===== src/common/wwdg_pkg.sv =====
/*
  package for the window watchdog core: register offsets, field positions,
  reset values, timing counts and the carrier structs.
  assumes a 100 MHz system clock and a classic wishbone register bus.
*/
package wwdg_pkg;

  // ----------------------------------------------------------------
  // register map (byte addresses, one word each)
  // ----------------------------------------------------------------
  localparam logic [3:0] control_offset     = 4'h0;  // watchdog_control
  localparam logic [3:0] window_offset      = 4'h4;  // window_limit_register
  localparam logic [3:0] status_offset      = 4'h8;  // read-only block state
  localparam int         activation_bit     = 7;     // flag position
  localparam int         top_bit            = 6;     // downcounter_top_bit
  localparam logic [7:0] control_reset      = 8'h7F;
  localparam logic [6:0] window_reset       = 7'h7F;
  localparam logic [6:0] counter_threshold  = 7'h40;

  // ----------------------------------------------------------------
  // timing
  // ----------------------------------------------------------------
  localparam int clock_mhz           = 100;
  localparam int osc2_mhz            = 8;    // secondary oscillator rate
  localparam int osc2_per_step       = 16384;
  // system cycles per decrement step, osc2 cycles scaled to clk
  localparam int step_cycles_default = osc2_per_step * clock_mhz / osc2_mhz;
  localparam int pulse_time_ns       = 30000;   // reset pulse width
  localparam int pulse_cycles        = pulse_time_ns * clock_mhz / 1000;
  localparam int short_start_clocks  = 256;
  localparam int long_start_clocks   = 4096;

  // ----------------------------------------------------------------
  // carriers
  // ----------------------------------------------------------------
  typedef struct packed {
    logic       halt_request;   // halt instruction executing, one pulse
    logic       wake_interrupt; // external interrupt wake, one pulse
    logic       wake_oscillator;// oscillator interrupt wake, one pulse
    logic       wake_reset;     // halt ended by a reset, one pulse
    logic       slow_mode;      // informational, no effect
    logic       wait_mode;      // informational, no effect
  } power_ctrl_type;

  typedef struct packed {
    logic       hardware_watchdog;           // option: always active
    logic       halt_reset_option;           // option: reset on halt
    logic       long_startup;                // 1: 4096 clocks, 0: 256
    logic       oscillator_interrupt_enable; // selects active-halt
    logic [1:0] timebase_select;             // clock controller timebase
  } config_type;

  typedef enum logic [1:0] { wd_run, wd_halted, wd_startup } wd_state_type;

endpackage : wwdg_pkg


===== src/design/window_watchdog_core.sv =====
/*
  window watchdog core: 7-bit free-running downcounter with prescaler,
  activation flag, window compare and reset pulse generator.
  assumes synchronous option and power-mode inputs from the same clock,
  a wishbone classic master, and that the reset pulse feeds system reset.
*/
module window_watchdog_core
  import wwdg_pkg::*;
#(
  parameter int step_cycles = step_cycles_default  // shorten in simulation
)
(
  // clock and reset
  input  wire logic        clk,
  input  wire logic        reset,
  // wishbone slave
  input  wire logic        cyc_i,
  input  wire logic        stb_i,
  input  wire logic        we_i,
  input  wire logic [3:0]  adr_i,
  input  wire logic [3:0]  sel_i,
  input  wire logic [31:0] dat_i,
  output logic      [31:0] dat_o,
  output logic             ack_o,
  // options and power modes
  input  wire config_type     config_in,
  input  wire power_ctrl_type power_in,
  // reset request
  output logic             reset_pin_n,   // low while reset pulse runs
  output logic             reset_request  // one pulse per watchdog reset
);

  // ----------------------------------------------------------------
  // state
  // ----------------------------------------------------------------
  logic               activation, next_activation;    // software flag
  logic [6:0]         counter, next_counter;          // timeout_count_field
  logic [6:0]         window, next_window;            // window limit
  logic [31:0]        prescaler, next_prescaler;      // step divider
  wd_state_type       state, next_state;              // halt tracking
  logic               halt_step, next_halt_step;      // one step on halt
  logic [12:0]        start_count, next_start_count;  // wake delay
  logic [31:0]        pulse_count, next_pulse_count;  // reset pulse width
  logic               pin_n, next_pin_n;
  logic               req, next_req;
  logic [31:0]        rdata, next_rdata;
  logic               ack, next_ack;

  // ----------------------------------------------------------------
  // decode
  // ----------------------------------------------------------------
  logic access;       // new request this cycle
  logic wr_control;   // control write, low byte lane
  logic wr_window;    // window write
  logic active;       // watchdog may reset
  logic step;         // prescaler tick
  logic counting;     // counter may move
  logic fire;         // any reset cause

  always_comb
  begin
    access     = cyc_i && stb_i && !ack;
    wr_control = access && we_i && sel_i[0] && adr_i == control_offset;
    wr_window  = access && we_i && sel_i[0] && adr_i == window_offset;
    active     = activation || config_in.hardware_watchdog;
    counting   = state == wd_run || halt_step;
    step       = prescaler == 32'(step_cycles - 1);
  end

  // ----------------------------------------------------------------
  // counter, flag, window and halt sequencing
  // ----------------------------------------------------------------
  // next values for all watchdog state
  always_comb
  begin
    next_activation  = activation;
    next_counter     = counter;
    next_window      = window;
    next_prescaler   = prescaler;
    next_state       = state;
    next_halt_step   = 1'b0;
    next_start_count = start_count;
    fire             = 1'b0;
    // prescaler runs in run state; phase unknown to software on writes
    if (counting)
      next_prescaler = step ? 32'h0 : prescaler + 32'h1;
    // decrement even when inactive, and once on halt entry unless oscillator_interrupt_enable is set
    if (counting && (step || halt_step))
    begin
      next_counter = counter - 7'h01;
      if (active && counter == counter_threshold && state == wd_run)
        fire = 1'b1;
    end
    if (wr_control)
    begin
      next_counter = dat_i[6:0];
      if (dat_i[activation_bit])
        next_activation = 1'b1;
      if (active && counter > window)
        fire = 1'b1;
      if (active && !dat_i[top_bit])
        fire = 1'b1;           // software reset via cleared top bit
    end
    if (wr_window)
      next_window = dat_i[6:0];
    case (state)
      wd_run:
      begin
        if (power_in.halt_request)
        begin
          if (config_in.oscillator_interrupt_enable)
            next_state = wd_halted;
          else if (config_in.halt_reset_option)
            fire = active;
          else
          begin
            next_state     = wd_halted;
            next_halt_step = 1'b1;
          end
        end
      end
      wd_halted:
      begin
        // no reset is fired from here; counter is frozen after any halt-entry step
        if (config_in.oscillator_interrupt_enable &&
            (power_in.wake_interrupt || power_in.wake_oscillator))
          next_state = wd_run;
        else if (power_in.wake_interrupt || power_in.wake_reset)
        begin
          next_state       = wd_startup;
          next_start_count = config_in.long_startup ?
                             13'(long_start_clocks - 1) : 13'(short_start_clocks - 1);
          if (power_in.wake_reset && !config_in.oscillator_interrupt_enable)
          begin
            next_activation = 1'b0;
            next_counter    = control_reset[6:0];
            next_window     = window_reset;
          end
        end
      end
      wd_startup:
      begin
        if (start_count == 13'h0000)
          next_state = wd_run;
        else
          next_start_count = start_count - 13'h0001;
      end
      default: next_state = wd_run;
    endcase
  end

  // registers for watchdog state
  always_ff @(posedge clk)
  begin
    if (reset)
    begin
      activation  <= control_reset[activation_bit];
      counter     <= control_reset[6:0];
      window      <= window_reset;
      prescaler   <= 32'h0;
      state       <= wd_run;
      halt_step   <= 1'b0;
      start_count <= 13'h0000;
    end
    else
    begin
      activation  <= next_activation;
      counter     <= next_counter;
      window      <= next_window;
      prescaler   <= next_prescaler;
      state       <= next_state;
      halt_step   <= next_halt_step;
      start_count <= next_start_count;
    end
  end

  // ----------------------------------------------------------------
  // reset pulse generator
  // ----------------------------------------------------------------
  // retrigger-free: a running pulse absorbs further causes
  always_comb
  begin
    next_pulse_count = pulse_count;
    next_pin_n       = pin_n;
    next_req         = 1'b0;
    if (pulse_count != 32'h0)
    begin
      next_pulse_count = pulse_count - 32'h1;
      if (pulse_count == 32'h1)
        next_pin_n = 1'b1;
    end
    else if (fire)
    begin
      next_pulse_count = 32'(pulse_cycles);
      next_pin_n       = 1'b0;
      next_req         = 1'b1;
    end
  end

  // pulse registers
  always_ff @(posedge clk)
  begin
    if (reset)
    begin
      pulse_count <= 32'h0;
      pin_n       <= 1'b1;
      req         <= 1'b0;
    end
    else
    begin
      pulse_count <= next_pulse_count;
      pin_n       <= next_pin_n;
      req         <= next_req;
    end
  end

  // ----------------------------------------------------------------
  // wishbone read and acknowledge
  // ----------------------------------------------------------------
  // one wait state: ack one edge after request, dropped the edge after
  always_comb
  begin
    next_ack   = access;
    next_rdata = 32'h0;
    if (access && !we_i)
    begin
      case (adr_i)
        control_offset: next_rdata = {24'h0, activation, counter};
        window_offset:  next_rdata = {25'h0, window};
        status_offset:  next_rdata = {28'h0, ~pin_n, active, 2'(state)};
        default:        next_rdata = 32'h0;   // unmapped reads zero
      endcase
    end
  end

  // bus registers
  always_ff @(posedge clk)
  begin
    if (reset)
    begin
      ack   <= 1'b0;
      rdata <= 32'h0;
    end
    else
    begin
      ack   <= next_ack;
      rdata <= next_rdata;
    end
  end

  assign ack_o         = ack;
  assign dat_o         = rdata;
  assign reset_pin_n   = pin_n;
  assign reset_request = req;

endmodule : window_watchdog_core


===== config.mk =====
export PLATFORM = sky130hd
export DESIGN_NAME = window_watchdog_core
export DESIGN_NICKNAME = d
export VERILOG_FILES = /design/src/common/wwdg_pkg.sv /design/src/design/window_watchdog_core.sv
export SDC_FILE = /design/constraint.sdc
export NUM_CORES = 1
export LEC_CHECK = 0
export BUFFER_PORTS_ARGS = -buffer_cell sky130_fd_sc_hd__buf_2
export CAP_MARGIN = 0
export CORE_MARGIN = 4
export CORE_UTILIZATION = 30
export CTS_CLUSTER_DIAMETER = 200
export CTS_CLUSTER_SIZE = 30
export DETAILED_ROUTE_END_ITERATION = 7
export PLACE_DENSITY_LB_ADDON = 0.3
export SYNTH_ARGS = -nofsm -noshare
export SYNTH_HDL_FRONTEND = slang
export SYNTH_SLANG_ARGS = --single-unit

===== constraint.sdc =====
create_clock -name clk -period 3.34 [get_ports clk]
set_input_delay 0.668 -clock clk [delete_from_list [all_inputs] [get_ports clk]]
set_output_delay 0.668 -clock clk [all_outputs]
set_load 0.02 [all_outputs]

==> flow_summary.ini <==
[grt]
grt_overflow_total = 0
grt_max_degree = 41
grt_use_total_pct = 11.7
antenna_found_initial = 3
grt_pass1_wl_um = 19300
grt_pass1_vias = 3933

[clocking]
numCtsBuffers = 9
cts_setup_buffers = 0
cts_max_path_buffers = 2
cts_resized = 0
cts_tree = yes
clk_latency_ps = 350
htreeDepth = 3
cts_root_buffer = clkbuf_16
clk_pin_slew_worst_paths_ps = 70
hold_buffers = 0
cts.sinks = 106

[worst_setup_path]
crit_top_cell = a21oi_1
worst_ep_arrival_time_ps = 2720
worstPathRequired_ps = 3560
crit_chain = ha_1, a21oi_1, a21oi_1, a2111oi_0, o32ai_2, o21ai_1, a21oi_1
critPathCaptureType = flip-flop
worst-path-max-fanout = 7
cp_slowest_cell = a2111oi_0
max_stage_delay_ps = 600
critPathKind = flip-flop to flip-flop
worstSetupStartpointType = flip-flop

[floorplan]
fp-row-count = 48
core_area_um2 = 17500
dieArea_um2 = 20300
die_h_um = 142
io_pins = 92
die_x_um = 142
start_util_pct = 31.0

[placement]
port_buffers = 36
post-dp-hpwl_um = 8510
gp_congestion = 0.774

[sta]
fmax_mhz = 401
fin_crit_sh_pct = 74.7
setup_tns_ps = 0
setup_viol = 0
fin_skew_ps = 10.2
slew_viol_final = 0
finalCriticalPeriod_ps = 2500
worstMarginPinSlew_ps = 1020
rsz0062_at_grt = false
finalHoldViolCount = 0
maxSlewHeadroom_pct = 31.4

[worst_hold_path]
hold_class = flip-flop to flip-flop

[routing]
drc_errors = 0
final_antenna_net_count = 0
wire_per_inst_um = 12.9
first_pass_iters = 4
drt-total-wl_um = 11700
drt_iter0_drc = 269
via_per_inst = 4.83
num_vias = 4351

[synth]
syn_area_per_cell_um2 = 8.45
synth_edf_count = 0
yosysSeqAreaShare_pct = 39.2
yosysWarnings = 0
async_reset_ff_share_pct = 0
yosysUniqueCellTypes = 62
ys_ff_latch = 106
netlist_area_um2 = 5420
synth-main-ff-cell = dfxtp_1
synthCells = 641

[cells_and_area]
drive_gt1_share_pct = 10.7
syn_to_final_growth_pct = 11.7
fin_util_pct = 34.6
diodes = 0
fin_nets = 741

[flow_run]
cap_violations = 0

[pwr]
power.density_nw_per_um2 = 706
vdd_ir_drop_max_mv = 0.315
leakage_uw = 0.00249

[run_status]
status = complete, no violations
synth_stat cells (all sizes together) (2+ instances only):
| cell type | instances | area share, % |
|---|---|---|
| dfxtp | 106 | 39 |
| nor2 | 103 | 7.3 |
| nand2 | 54 | 3.7 |
| xor2 | 44 | 7.1 |
| a21oi | 35 | 3.2 |
| buf | 28 | 3.7 |
| nand3 | 23 | 2.1 |
| nor3 | 22 | 2.1 |
| inv | 20 | 1.4 |
| clkbuf | 17 | 1.2 |
| mux2i | 15 | 2.8 |
| nor4 | 14 | 2.2 |
| xnor2 | 14 | 2.3 |
| ha | 13 | 3.0 |
| nand4 | 13 | 1.8 |
| or3 | 12 | 1.4 |
| o21ai | 11 | 1.0 |
| and3 | 9 | 1.0 |
| a31oi | 7 | 0.81 |
| and4 | 7 | 1.2 |
| nor4b | 7 | 1.1 |
| a211oi | 6 | 1.0 |
| nand2b | 5 | 0.58 |
| nand3b | 5 | 0.69 |
| nand4b | 5 | 0.81 |
| nor2b | 4 | 0.46 |
| or4 | 4 | 0.55 |
| a21o | 3 | 0.42 |
| a31o | 3 | 0.49 |
| and2 | 3 | 0.35 |
| nor3b | 3 | 0.62 |
| o211ai | 3 | 0.42 |
| a2111oi | 2 | 0.32 |
| a41o | 2 | 0.37 |
| o221a | 2 | 0.42 |
| o41ai | 2 | 0.32 |
| or2 | 2 | 0.23 |
registers in the layout, indices dropped and copies added (netlist names):
signal / cells
pulse_count: 32
reset_pin_n: 1
counter: 7
window: 7
ack_o: 1
dat_o: 8
start_count: 13
prescaler: 32
state: 2
halt_step: 1
activation: 1
reset_request: 1
cells in the final DEF, fill, tap and decap left out, types with 20 or more instances in the layout:
| cell type | netlist | layout |
|---|---|---|
| a21oi_1 | 35 | 35 |
| buf_2 | 3 | 36 |
| conb_1 | 1 | 24 |
| dfxtp_1 | 106 | 106 |
| inv_1 | 20 | 20 |
| nand2_1 | 54 | 54 |
| nand3_1 | 23 | 23 |
| nor2_1 | 102 | 102 |
| nor3_1 | 21 | 21 |
| xor2_1 | 44 | 44 |
worst paths after layout:
path	start	end	slack, ps	cells after the start
worst max-delay path	counter[2]$_SDFF_PP1_	pulse_count[8]$_SDFFE_PP0P_	840	7
worst min-delay path	start_count[12]$_SDFFE_PP0P_	start_count[12]$_SDFFE_PP0P_	450	2
worst max register to register	counter[2]$_SDFF_PP1_	pulse_count[8]$_SDFFE_PP0P_	840	7
worst min register to register	start_count[12]$_SDFFE_PP0P_	start_count[12]$_SDFFE_PP0P_	450	2
area by class of cell:
| type | instances | area, µm² |
|---|---|---|
| Tap cell | 225 | 282 |
| Multi-Input combinational cell | 493 | 3040 |
| Inverter | 20 | 75.1 |
| Timing Repair Buffer | 41 | 218 |
| Fill cell | 1831 | 11400 |
| Clock inverter | 3 | 46.3 |
| Clock buffer | 13 | 270 |
| Sequential cell | 106 | 2120 |
report_power, final:
part / switching (µW) / internal [µW]
Clock: 483 / 645
Sequential: 185 / 1440
Combinational: 921 / 603
Total: 1590 / 2690
per-stage QoR:
step	setup slack [ps]	hold WS [ps]	power (µW)	area (µm²)	cells
after floorplan	991	424	2890	5500	664
after CTS	814	450	4320	6050	901
after detailed placement	724	440	3180	5740	885
final	845	451	4270	6050	901
after global placement	736	436	3170	5740	885
after global routing	581	473	4580	6050	901
critical path: cells and delay by family, from the launching register on:
family | cells | cell delay, ps
AO/OA/AOI/OAI | 6 | 1590
flip-flops | 1 | 480
adder cells (fa/ha/maj) | 1 | 310
metal layers:
layer / up-vias / share of wire, % / track usage (%)
met3: 20 / 4.3 / 2.69
met5: - / 0.29 / 0
li1: 2259 / - / -
met4: 6 / 2.0 / 5.25
met1: 2004 / 50 / 16.3
met2: 62 / 43 / 17.2
kinds of logic after synthesis:
logic type / synth area share, %
other: 0.0692
AO/OA/AOI/OAI: 10.7
adder cells (fa/ha/maj): 3.00
flip-flops: 39.2
XOR/XNOR: 9.38
AND/OR/NAND/NOR: 28.6
multiplexers: 2.77
buffers and inverters: 6.31
Power figures use the tool's default switching activity.
